==> config.mk <==
export PLATFORM = sky130hd
export DESIGN_NAME = tunnel_write_exclusive_ctrl
export DESIGN_NICKNAME = d
export VERILOG_FILES = /design/src/tunnel_pkg.sv /design/src/byte_fifo.sv /design/src/tunnel_write_exclusive_ctrl.sv
export VERILOG_INCLUDE_DIRS = /design/src
export SDC_FILE = /design/constraint.sdc
export NUM_CORES = 1
export LEC_CHECK = 0
export BUFFER_PORTS_ARGS = -buffer_cell sky130_fd_sc_hd__buf_2
export CAP_MARGIN = 25
export CORE_ASPECT_RATIO = 0.7
export CORE_MARGIN = 2
export CORE_UTILIZATION = 62
export CTS_BUF_LIST = sky130_fd_sc_hd__clkbuf_4 sky130_fd_sc_hd__clkbuf_8
export CTS_CLUSTER_DIAMETER = 30
export CTS_CLUSTER_SIZE = 14
export DETAILED_ROUTE_END_ITERATION = 10
export MAX_ROUTING_LAYER = met4
export PLACE_DENSITY = 0.92
export SYNTH_ARGS = -nofsm -noshare
export SYNTH_HDL_FRONTEND = slang
export SYNTH_SLANG_ARGS = --single-unit
export TNS_END_PERCENT = 20
==> constraint.sdc <==
create_clock -name CLK -period 5.9 [get_ports CLK]
set_input_delay 1.475 -clock CLK [delete_from_list [all_inputs] [get_ports CLK]]
set_output_delay 1.475 -clock CLK [all_outputs]
set_load 0.005 [all_outputs]
==> src/tunnel_consts.svh <==
// constants for the tunnel write relay and exclusive control block
`ifndef TUNNEL_CONSTS_SVH
`define TUNNEL_CONSTS_SVH
`define CMD_QUERY 8'h28
`define CMD_ANSWER_OK 8'hf8
`define CMD_ANSWER_ERR 8'he8
`define RSP_QUERY 8'h18
`define RSP_CARD_WRITE 8'h09
`define RSP_ERR_PARITY 8'h06
`define RSP_BUSY 8'h01
`define RSP_STATUS_OK 8'h00
`define RSP_STATUS_ERR 8'h01
`define LC_MIN 8'h01
`define LC_MAX 8'hf8
`define SW_OK1 8'h90
`define SW_OK2 8'h00
`define SW_LEN1 8'h67
`define SW_LEN2 8'h00
`define FLAG_OK 8'h00
`define FLAG_ERR 8'hff
`define CLK_MHZ 40
`define REIRQ_NS 1000
`define REIRQ_CYC ((`REIRQ_NS * `CLK_MHZ) / 1000)
`define CARD_ID_BYTES 8
`endif

==> src/tunnel_pkg.sv <==
// types for the tunnel write relay block
package tunnel_pkg;
  // gray codes along idle -> receive -> wait -> irq -> query -> answer -> reply
  typedef enum logic [2:0] {
    ST_IDLE = 3'b000,
    ST_RF_RX = 3'b001,
    ST_PRE_IRQ = 3'b011,
    ST_AWAIT_QUERY = 3'b010,
    ST_QUERY_TX = 3'b110,
    ST_AWAIT_ANSWER = 3'b111,
    ST_RF_TX = 3'b101,
    ST_SERIAL = 3'b100
  } tunnel_state_t;
endpackage

==> src/byte_fifo.sv <==
// small valid/ready byte fifo
`timescale 1ns/100ps
`default_nettype none
module byte_fifo #(
  parameter int WIDTH = 8,
  parameter int DEPTH = 8
) (
  // clock and reset
  input wire logic clk,
  input wire logic reset_n,
  input wire logic flush,
  // fill side
  input wire logic in_valid,
  output logic in_ready,
  input wire logic [WIDTH-1:0] in_data,
  // drain side
  output logic out_valid,
  input wire logic out_ready,
  output logic [WIDTH-1:0] out_data
);
  localparam int AW = $clog2(DEPTH);
  logic [WIDTH-1:0] mem [DEPTH];
  logic [AW:0] wp_r;
  logic [AW:0] rp_r;
  wire full = (wp_r[AW] != rp_r[AW]) && (wp_r[AW-1:0] == rp_r[AW-1:0]);
  wire empty = (wp_r == rp_r);
  wire push = in_valid && !full;
  wire pop = out_ready && !empty;
  assign in_ready = !full;
  assign out_valid = !empty;
  assign out_data = mem[rp_r[AW-1:0]];
  // storage array
  always_ff @(posedge clk) begin
    if (push) begin
      mem[wp_r[AW-1:0]] <= in_data;
    end
  end
  // pointers; flush drops content when carrier goes away
  always_ff @(posedge clk or negedge reset_n) begin
    if (!reset_n) begin
      wp_r <= '0;
      rp_r <= '0;
    end else if (flush) begin
      wp_r <= '0;
      rp_r <= '0;
    end else begin
      if (push) wp_r <= wp_r + 1'b1;
      if (pop) rp_r <= rp_r + 1'b1;
    end
  end
endmodule
`default_nettype wire

==> src/tunnel_write_exclusive_ctrl.sv <==
// tunnel write relay with exclusive control between reader and host
// Function
// - length byte accepted only 1 to 248
// - QUERY reply: 0x18, address, length, data
// - address sent high byte first, byte units
// - ANSWER acknowledged with one status byte
// - card reply: 0x09, identifier, two flags
// - operation in progress locks out others
// - lock lasts until response finished
// - tunnel lock ends after reader reply
// - host parity/checksum error gets 0x06
// - unimplemented host command gets BUSY
// - host operation ignores all other commands
// - host command during tunnel gets BUSY
// - silent between QUERY/ANSWER and their replies (code stays silent only until the QUERY reply is sent)
// - host handling depends on IRQ already raised
// - UART early command: BUSY, IRQ after wait
// - after IRQ non-QUERY commands get BUSY
// - sync early command: BUSY, IRQ after 1us
// - UART repeats IRQ, sync does not
// - carrier loss returns to idle
`timescale 1ns/100ps
`default_nettype none
`include "tunnel_consts.svh"
module tunnel_write_exclusive_ctrl
  import tunnel_pkg::*;
#(
  parameter int DEPTH = 8,
  parameter int UART_WAIT_CYC = 400
) (
  // clock and reset
  input wire logic CLK,
  input wire logic RESET_N,
  // configuration and carrier
  input wire logic HOST_IS_UART,
  input wire logic CARRIER_ON,
  input wire logic CARD_FORMAT,
  input wire logic [63:0] PROXIMITY_CARD_IDENTIFIER,
  // reader command stream (from rf framing)
  input wire logic RF_START,
  input wire logic RF_BYTE_VALID,
  input wire logic [7:0] RF_BYTE,
  input wire logic RF_END,
  // reader response stream
  output logic RF_TX_VALID,
  output logic [7:0] RF_TX_BYTE,
  output logic RF_TX_LAST,
  input wire logic RF_TX_READY,
  // host command stream
  input wire logic HOST_CMD_VALID,
  input wire logic [7:0] HOST_CMD,
  input wire logic HOST_CMD_BAD,
  input wire logic HOST_SERIAL_OP,
  input wire logic HOST_SERIAL_DONE,
  // host response stream
  output logic HOST_TX_VALID,
  output logic [7:0] HOST_TX_BYTE,
  output logic HOST_TX_LAST,
  input wire logic HOST_TX_READY,
  // notification and status
  output logic IRQ,
  output logic EXCLUSIVE,
  input wire logic [15:0] UART_WAIT_TIME_SETTING
);
  localparam int REIRQ_CYC = `REIRQ_CYC;

  tunnel_state_t state_r, state_nxt;
  logic carrier_s1_r, carrier_s2_r, carrier_s3_r; // pin synchroniser
  logic carrier_r; // filtered carrier level
  logic [3:0] hdr_cnt_r; // reader header byte count
  logic [15:0] addr_r; // write start address
  logic [7:0] len_r; // write length
  logic len_bad_r; // length out of range
  logic [7:0] data_cnt_r; // data bytes received
  logic irq_r; // irq output
  logic irq_done_r; // irq has been raised for this command
  logic [15:0] wait_r; // irq delay counter
  logic [3:0] tx_idx_r; // reply byte index
  logic answer_ok_r; // host answered normal end
  logic [7:0] qsent_r; // query data bytes launched so far
  logic resp_sent_r; // query header done
  logic [2:0] qidx_r; // query header index

  // fifo carries data bytes from reader to host
  logic f_in_valid, f_in_ready, f_out_valid, f_out_ready;
  logic [7:0] f_out_data;
  byte_fifo #(.WIDTH(8), .DEPTH(DEPTH)) u_fifo (
    .clk(CLK), .reset_n(RESET_N), .flush(!carrier_r),
    .in_valid(f_in_valid), .in_ready(f_in_ready), .in_data(RF_BYTE),
    .out_valid(f_out_valid), .out_ready(f_out_ready), .out_data(f_out_data)
  );

  // length check for the data block
  function automatic logic len_ok(input logic [7:0] l);
    len_ok = (l >= `LC_MIN) && (l <= `LC_MAX);
  endfunction

  // carrier passes three flops; a change counts once second and third agree
  always_ff @(posedge CLK or negedge RESET_N) begin
    if (!RESET_N) begin
      carrier_s1_r <= 1'b0;
      carrier_s2_r <= 1'b0;
      carrier_s3_r <= 1'b0;
      carrier_r <= 1'b0;
    end else begin
      carrier_s1_r <= CARRIER_ON;
      carrier_s2_r <= carrier_s1_r;
      carrier_s3_r <= carrier_s2_r;
      if (carrier_s2_r == carrier_s3_r) carrier_r <= carrier_s3_r;
    end
  end

  // decodes of the host command
  wire host_query = HOST_CMD_VALID && !HOST_CMD_BAD && (HOST_CMD == `CMD_QUERY);
  wire host_answer = HOST_CMD_VALID && !HOST_CMD_BAD &&
    ((HOST_CMD == `CMD_ANSWER_OK) || (HOST_CMD == `CMD_ANSWER_ERR));
  // header bytes CLA INS P1 P2 Lc, then data
  wire in_hdr = (hdr_cnt_r < 4'd5);
  wire data_byte = (state_r == ST_RF_RX) && RF_BYTE_VALID && !in_hdr;
  assign f_in_valid = data_byte;
  wire rx_done = (state_r == ST_RF_RX) && RF_END;
  wire wait_done = HOST_IS_UART ? (wait_r >= UART_WAIT_TIME_SETTING)
                                : (wait_r >= 16'(REIRQ_CYC));
  // silent windows: query reception through its reply, and host serial operation
  wire silent = (state_r == ST_QUERY_TX) || (state_r == ST_SERIAL);
  wire tunnel_busy = (state_r == ST_RF_RX) || (state_r == ST_PRE_IRQ) ||
    (state_r == ST_AWAIT_QUERY) || (state_r == ST_RF_TX) ||
    ((state_r == ST_AWAIT_ANSWER) && !host_answer);
  // a host command refused with busy or 0x06
  wire refuse = HOST_CMD_VALID && !silent && tunnel_busy &&
    !((state_r == ST_AWAIT_QUERY) && host_query);
  wire reply_done = RF_TX_VALID && RF_TX_READY && RF_TX_LAST;

  // next state
  always_comb begin
    state_nxt = state_r;
    case (state_r)
      ST_IDLE: begin
        if (RF_START) state_nxt = ST_RF_RX;
        else if (HOST_SERIAL_OP) state_nxt = ST_SERIAL;
      end
      ST_RF_RX: if (rx_done) state_nxt = len_bad_r ? ST_RF_TX : ST_PRE_IRQ;
      ST_PRE_IRQ: if (wait_done) state_nxt = ST_AWAIT_QUERY;
      ST_AWAIT_QUERY: if (host_query) state_nxt = ST_QUERY_TX;
      ST_QUERY_TX: if (HOST_TX_VALID && HOST_TX_READY && HOST_TX_LAST)
        state_nxt = ST_AWAIT_ANSWER;
      ST_AWAIT_ANSWER: if (host_answer) state_nxt = ST_RF_TX;
      ST_RF_TX: if (reply_done) state_nxt = ST_IDLE;
      ST_SERIAL: if (HOST_SERIAL_DONE) state_nxt = ST_IDLE;
      default: state_nxt = ST_IDLE;
    endcase
    if (!carrier_r && state_r != ST_IDLE && state_r != ST_SERIAL)
      state_nxt = ST_IDLE;
  end

  // state register and reader header capture
  always_ff @(posedge CLK or negedge RESET_N) begin
    if (!RESET_N) begin
      state_r <= ST_IDLE;
      hdr_cnt_r <= '0;
      addr_r <= '0;
      len_r <= '0;
      len_bad_r <= 1'b0;
      data_cnt_r <= '0;
    end else begin
      state_r <= state_nxt;
      if (RF_START && state_r == ST_IDLE) begin
        hdr_cnt_r <= '0;
        data_cnt_r <= '0;
      end else if (state_r == ST_RF_RX && RF_BYTE_VALID) begin
        if (in_hdr) hdr_cnt_r <= hdr_cnt_r + 4'd1;
        else data_cnt_r <= data_cnt_r + 8'd1;
        if (hdr_cnt_r == 4'd2) addr_r[15:8] <= RF_BYTE;
        if (hdr_cnt_r == 4'd3) addr_r[7:0] <= RF_BYTE;
        if (hdr_cnt_r == 4'd4) begin
          len_r <= RF_BYTE;
          len_bad_r <= !len_ok(RF_BYTE);
        end
      end
    end
  end

  // irq: uart waits the programmed time, sync about 1us; uart repeats
  always_ff @(posedge CLK or negedge RESET_N) begin
    if (!RESET_N) begin
      irq_r <= 1'b0;
      irq_done_r <= 1'b0;
      wait_r <= '0;
    end else if (state_r == ST_PRE_IRQ || state_r == ST_AWAIT_QUERY) begin
      if (refuse && state_r == ST_PRE_IRQ) wait_r <= '0;
      else if (!wait_done) wait_r <= wait_r + 16'd1;
      if (state_r == ST_PRE_IRQ && wait_done) begin
        irq_r <= 1'b1;
        irq_done_r <= 1'b1;
        wait_r <= '0;
      end else if (state_r == ST_AWAIT_QUERY && HOST_IS_UART && wait_done) begin
        irq_r <= 1'b1;
        wait_r <= '0;
      end else begin
        irq_r <= 1'b0;
      end
    end else begin
      irq_r <= 1'b0;
      irq_done_r <= 1'b0;
      wait_r <= '0;
    end
  end

  // host reply byte selection
  logic [7:0] qbyte;
  always_comb begin
    case (qidx_r)
      3'd0: qbyte = `RSP_QUERY;
      3'd1: qbyte = addr_r[15:8];
      3'd2: qbyte = addr_r[7:0];
      default: qbyte = len_r;
    endcase
  end
  wire in_query_data = (state_r == ST_QUERY_TX) && resp_sent_r;
  // pop exactly when a data byte is loaded, so the fifo and the wire stay in step
  assign f_out_ready = in_query_data && (!HOST_TX_VALID || (HOST_TX_VALID && HOST_TX_READY)) &&
    !HOST_TX_LAST;
  wire tx_fire = HOST_TX_VALID && HOST_TX_READY;

  // host transmit: busy/error replies, query reply, answer status
  always_ff @(posedge CLK or negedge RESET_N) begin
    if (!RESET_N) begin
      HOST_TX_VALID <= 1'b0;
      HOST_TX_BYTE <= '0;
      HOST_TX_LAST <= 1'b0;
      qidx_r <= '0;
      resp_sent_r <= 1'b0;
      answer_ok_r <= 1'b0;
      qsent_r <= '0;
    end else begin
      if (tx_fire) HOST_TX_VALID <= 1'b0;
      if (refuse) begin
        HOST_TX_VALID <= 1'b1;
        HOST_TX_LAST <= 1'b1;
        HOST_TX_BYTE <= HOST_CMD_BAD ? `RSP_ERR_PARITY : `RSP_BUSY;
      end else if (host_answer && state_r == ST_AWAIT_ANSWER) begin
        answer_ok_r <= (HOST_CMD == `CMD_ANSWER_OK);
        HOST_TX_VALID <= 1'b1;
        HOST_TX_LAST <= 1'b1;
        HOST_TX_BYTE <= (HOST_CMD == `CMD_ANSWER_OK) ? `RSP_STATUS_OK
                                                      : `RSP_STATUS_ERR;
      end else if (state_r == ST_QUERY_TX && (!HOST_TX_VALID || tx_fire)) begin
        if (!resp_sent_r) begin
          HOST_TX_VALID <= 1'b1;
          HOST_TX_BYTE <= qbyte;
          HOST_TX_LAST <= 1'b0;
          qidx_r <= qidx_r + 3'd1;
          if (qidx_r == 3'd3) resp_sent_r <= 1'b1;
        end else if (f_out_valid && !HOST_TX_LAST) begin
          HOST_TX_VALID <= 1'b1;
          HOST_TX_BYTE <= f_out_data;
          HOST_TX_LAST <= ((qsent_r + 8'd1) == len_r);
          qsent_r <= qsent_r + 8'd1;
        end
      end else if (state_r != ST_QUERY_TX) begin
        qidx_r <= '0;
        resp_sent_r <= 1'b0;
        qsent_r <= '0;
        if (tx_fire) HOST_TX_LAST <= 1'b0;
      end
    end
  end

  // reader reply: card format sends code, identifier, two flags
  wire [3:0] rf_len = CARD_FORMAT ? 4'(`CARD_ID_BYTES + 2) : 4'd1;
  logic [7:0] rbyte;
  always_comb begin
    if (CARD_FORMAT) begin
      if (tx_idx_r == 4'd0) rbyte = `RSP_CARD_WRITE;
      else if (tx_idx_r <= 4'(`CARD_ID_BYTES))
        rbyte = PROXIMITY_CARD_IDENTIFIER[8*(`CARD_ID_BYTES-tx_idx_r) +: 8];
      else rbyte = answer_ok_r ? `FLAG_OK : `FLAG_ERR;
    end else if (len_bad_r) begin
      rbyte = (tx_idx_r == 4'd0) ? `SW_LEN1 : `SW_LEN2;
    end else begin
      rbyte = (tx_idx_r == 4'd0) ? (answer_ok_r ? `SW_OK1 : `SW_LEN1) : `SW_OK2;
    end
  end

  // reader transmit sequencer
  always_ff @(posedge CLK or negedge RESET_N) begin
    if (!RESET_N) begin
      RF_TX_VALID <= 1'b0;
      RF_TX_BYTE <= '0;
      RF_TX_LAST <= 1'b0;
      tx_idx_r <= '0;
    end else if (state_r == ST_RF_TX && carrier_r) begin
      if (!RF_TX_VALID || (RF_TX_READY && !RF_TX_LAST)) begin
        RF_TX_VALID <= 1'b1;
        RF_TX_BYTE <= rbyte;
        RF_TX_LAST <= (tx_idx_r == rf_len);
        tx_idx_r <= tx_idx_r + 4'd1;
      end else if (reply_done) begin
        RF_TX_VALID <= 1'b0;
        RF_TX_LAST <= 1'b0;
      end
    end else begin
      RF_TX_VALID <= 1'b0;
      RF_TX_LAST <= 1'b0;
      tx_idx_r <= '0;
    end
  end

  // exclusive flag and irq outputs
  always_ff @(posedge CLK or negedge RESET_N) begin
    if (!RESET_N) begin
      EXCLUSIVE <= 1'b0;
      IRQ <= 1'b0;
    end else begin
      EXCLUSIVE <= (state_nxt != ST_IDLE);
      IRQ <= irq_r;
    end
  end

  // assertions
  a_busy_code: assert property (@(posedge CLK) disable iff (!RESET_N)
    refuse && !HOST_CMD_BAD |=> HOST_TX_BYTE == `RSP_BUSY)
    else $error("busy code wrong");
  a_parity_code: assert property (@(posedge CLK) disable iff (!RESET_N)
    refuse && HOST_CMD_BAD |=> HOST_TX_BYTE == `RSP_ERR_PARITY)
    else $error("parity error code wrong");
  a_silent_serial: assert property (@(posedge CLK) disable iff (!RESET_N)
    state_r == ST_SERIAL |-> !refuse)
    else $error("reply during host operation");
  a_carrier_idle: assert property (@(posedge CLK) disable iff (!RESET_N)
    !carrier_r && state_r == ST_AWAIT_QUERY |=> state_r == ST_IDLE)
    else $error("carrier loss not handled");
  a_exclusive_on: assert property (@(posedge CLK) disable iff (!RESET_N)
    state_r == ST_RF_RX |-> ##1 EXCLUSIVE)
    else $error("exclusive flag missing");
  a_query_head: assert property (@(posedge CLK) disable iff (!RESET_N)
    $rose(state_r == ST_QUERY_TX) |=> HOST_TX_BYTE == `RSP_QUERY)
    else $error("query code wrong");
  a_len_check: assert property (@(posedge CLK) disable iff (!RESET_N)
    state_r == ST_RF_RX && RF_BYTE_VALID && hdr_cnt_r == 4'd4 && RF_BYTE == 8'h00
    |=> len_bad_r)
    else $error("zero length accepted");
  a_query_busy: assert property (@(posedge CLK) disable iff (!RESET_N)
    state_r == ST_AWAIT_QUERY && HOST_CMD_VALID && !HOST_CMD_BAD && !host_query
    |-> refuse)
    else $error("non query not refused");
  a_sync_norepeat: assert property (@(posedge CLK) disable iff (!RESET_N)
    state_r == ST_AWAIT_QUERY && $past(state_r == ST_AWAIT_QUERY) && !HOST_IS_UART
    |-> !irq_r)
    else $error("sync irq repeated");
endmodule
`default_nettype wire
==> flow_summary.yaml <==
worst_setup_path:
  cp-startpoint: "HOST_CMD_BAD"
  ff2ff_setup_slack_ns: 2.68
  path_class: "in -> reg"
  crit_chain: "buf_2, or3b_2, nor4_4, and3_1, o21a_1, o21ai_1, mux2_2"
  reg2reg_depth: 7
  timing.rr.end: "HOST_TX_LAST"
  cp_max_fo: 11
  path_depth: 7
  crit_slowest_cell: "or3b_2"
  cp.required_ns: 6.26
  worstSetupStartpointType: "input pin"
  end_kind: "flop"
  rr_startpoint: "u_fifo.rp_r[1]"
  crit_end: "qsent_r[0]"
  path_delay_family: "simple AND/OR/NAND/NOR gates"
  cpPeakStageDelay_ns: 0.49
  cp.arrival_ns: 3.73
  cp_num_buf_inv: 1
cells_and_area:
  layout.nets: 1028
  area_growth_pct: 14.2
  drive_gt1_share_pct: 27.2
  final_common_cell: "buf_2"
  n_antenna_cell: 0
  mostFrequentLayoutCells: "132 x buf_2, 100 x dfrtp_1, 64 x edfxtp_1"
  design_area_um2: 9900
synth:
  ys.flop_type: "dfrtp_1"
  syn_inst: 755
  netlist_area_um2: 8670
  syn_nets: 896
  ys_warn_count: 0
  avgSynthCellArea_um2: 11.5
  ys_types: 66
  ys_seq_area_share_pct: 51.0
  synth_async_sr_flop_share_pct: 61.0
  yosys_register_bits: 164
  synth_edf_count: 64
floorplanning:
  floorplan.initialDensity_pct: 62.9
  core-area_um2: 13800
  rows: 36
  dieHeight_um: 103
  dieArea_um2: 15000
  ios: 132
  die_w_um: 145
pwr:
  p_per_area_nw_per_um2: 270
  power_mw: 2.67
  vdd_drop_max_uv: 243
  p_leak_nw: 4.26
placement:
  routabilityCongestion: 0.899
  hpwlAfterDp_mm: 15.5
  placedInstanceArea_um2: 9480
  placement.io_buffers: 131
  post-place-ws_ns: 1.82
detailed_routing:
  drt-total-wl_mm: 22.1
  drt_pre_antenna_iters: 7
  drc_errors: 0
  ant_nets: 0
  drt_iter0_markers: 763
  vias: 6827
  vias_per_cell: 6.26
  drt-wirelength-per-cell_um: 20.2
clock_tree:
  cts_tree: "done"
  postCtsSetupBuffers: 0
  clk_pin_slew_worst_paths_ns: 0.10
  cts-resized-gates: 0
  root_buffer: "clkbuf_8"
  hold_buffers: 0
  numCtsBuffers: 17
  cts_buffer_depth: 2
  cts-htree-levels: 4
  clock_latency_ns: 0.47
  cts_sinks: 164
worst_hold_path:
  hold_class: "reg -> reg"
  holdPathStages: 0
global_route:
  grt_overflow: 0
  antenna_found_initial: 0
  first_global_vias: 6508
  grt_pass1_wl_mm: 34.5
  grt_max_degree: 56
  grt_use_total_pct: 31.0
status:
  status: "finished, final reports clean"
sta:
  worst_pin_slew_ns: 1.06
  drv_slew: 0
  setup_viol: 0
  rsz0062_at_grt: "no"
  hold_viol: 0
  fin_skew_ns: 0.0120
  period_needed_ns: 3.36
  fin_ws_ns: 2.54
  fin_crit_sh_pct: 57.0
  clock.fmax_mhz: 297
  relSlewSlack_pct: 28.8
  final.setup.tns_ns: 0
job:
  max_cap_viol_count: 0
==> synth_stat cells, types with 2 or more instances <==
library cell,n,area share (%)
and2_1,10,0.72
nand2b_1,6,0.43
o22ai_1,2,0.14
a22oi_1,2,0.17
nand2_1,47,2.0
buf_1,3,0.13
a21o_1,5,0.43
xor2_1,11,1.1
o311ai_0,3,0.30
ha_1,31,4.5
xnor2_1,16,1.6
a222oi_1,3,0.35
nor2b_1,11,0.79
nor4_1,7,0.51
nand3_1,33,1.9
dfrtp_1,100,29
or3_1,3,0.22
a22o_1,2,0.20
or2_2,2,0.14
nand4_1,6,0.43
mux4_2,32,8.3
and4_1,2,0.20
mux2i_1,20,2.3
a211o_1,2,0.20
clkbuf_1,16,0.69
o21ai_0,53,3.1
nor3_1,18,1.0
o21a_1,3,0.26
mux2_2,28,3.6
buf_2,7,0.40
inv_1,44,1.9
edfxtp_1,64,22
a211oi_1,6,0.52
nor2_1,55,2.4
o211ai_1,3,0.26
o21ai_1,2,0.12
a31oi_1,5,0.36
a21oi_1,48,2.8
and3_1,11,0.79
nor3b_1,4,0.35
a221oi_1,4,0.40
==> flip-flops by register name, indices dropped and copies added (netlist names), 3 cells and up <==
register	flops
u_fifo.mem	64
addr_r	16
wait_r	16
HOST_TX_BYTE	8
RF_TX_BYTE	8
len_r	8
qsent_r	8
hdr_cnt_r	4
tx_idx_r	4
u_fifo.rp_r	4
u_fifo.wp_r	4
qidx_r	3
state_r	3
==> where the power goes <==
part           switching [mW]  internal, mW
registers              0.0911          1.27
logic                   0.264         0.216
clock network           0.476         0.354
==> kinds of logic after synthesis <==
group                    after synthesis  share of synthesized area [%]
AND/OR/NAND/NOR                      224                           13.0
multiplexers                          80                           14.3
adder cells (fa/ha/maj)               32                           4.59
buffers and inverters                 72                           3.26
flip-flops                           164                           51.0
AO/OA/AOI/OAI                        156                           11.1
XOR/XNOR                              27                           2.73
==> area by class of cell <==
type	instances	area [µm²]
Timing Repair Buffer	140	718
Clock buffer	17	234
Sequential cell	164	4420
Inverter	45	169
Fill cell	935	3880
Clock inverter	15	159
Multi-Input combinational cell	519	3960
Tap cell	190	238
==> worst reg2reg max path, delay by kind of cell, from the launching register on <==
kind | cells | cell delay [ns]
compound gates | 2 | 0.93
flops | 1 | 0.96
xor+xnor | 1 | 0.21
simple gates | 4 | 1.02
==> worst min path at each step <==
stage | from | to | slack (ns)
final | irq_r | IRQ | 0.36
after floorplan | irq_r | IRQ | 0.33
after global placement | irq_r | IRQ | 0.33
after CTS | irq_r | IRQ | 0.36
after global routing | irq_r | IRQ | 0.38
after detailed placement | irq_r | IRQ | 0.34
==> metal layers <==
layer,global-route usage [%],share of wire (%),vias to the layer above
li1,-,-,3061
met1,40.9,41,3306
met2,48.5,48,407
met3,7.70,9.0,53
met4,9.80,2.0,0
met5,-,0,-
==> metrics by stage <==
| stage | utilization [%] | hold slack (ns) | instances |
|---|---|---|---|
| floorplan | - | 0.331 | 755 |
| global placement | 68.8 | 0.333 | 1053 |
| detailed placement | 68.8 | 0.336 | 1053 |
| CTS | 71.6 | 0.359 | 1085 |
| global route | 71.8 | 0.377 | 1090 |
| finish | 71.8 | 0.357 | 1090 |
Note: power is estimated with default switching activity, not from simulation.
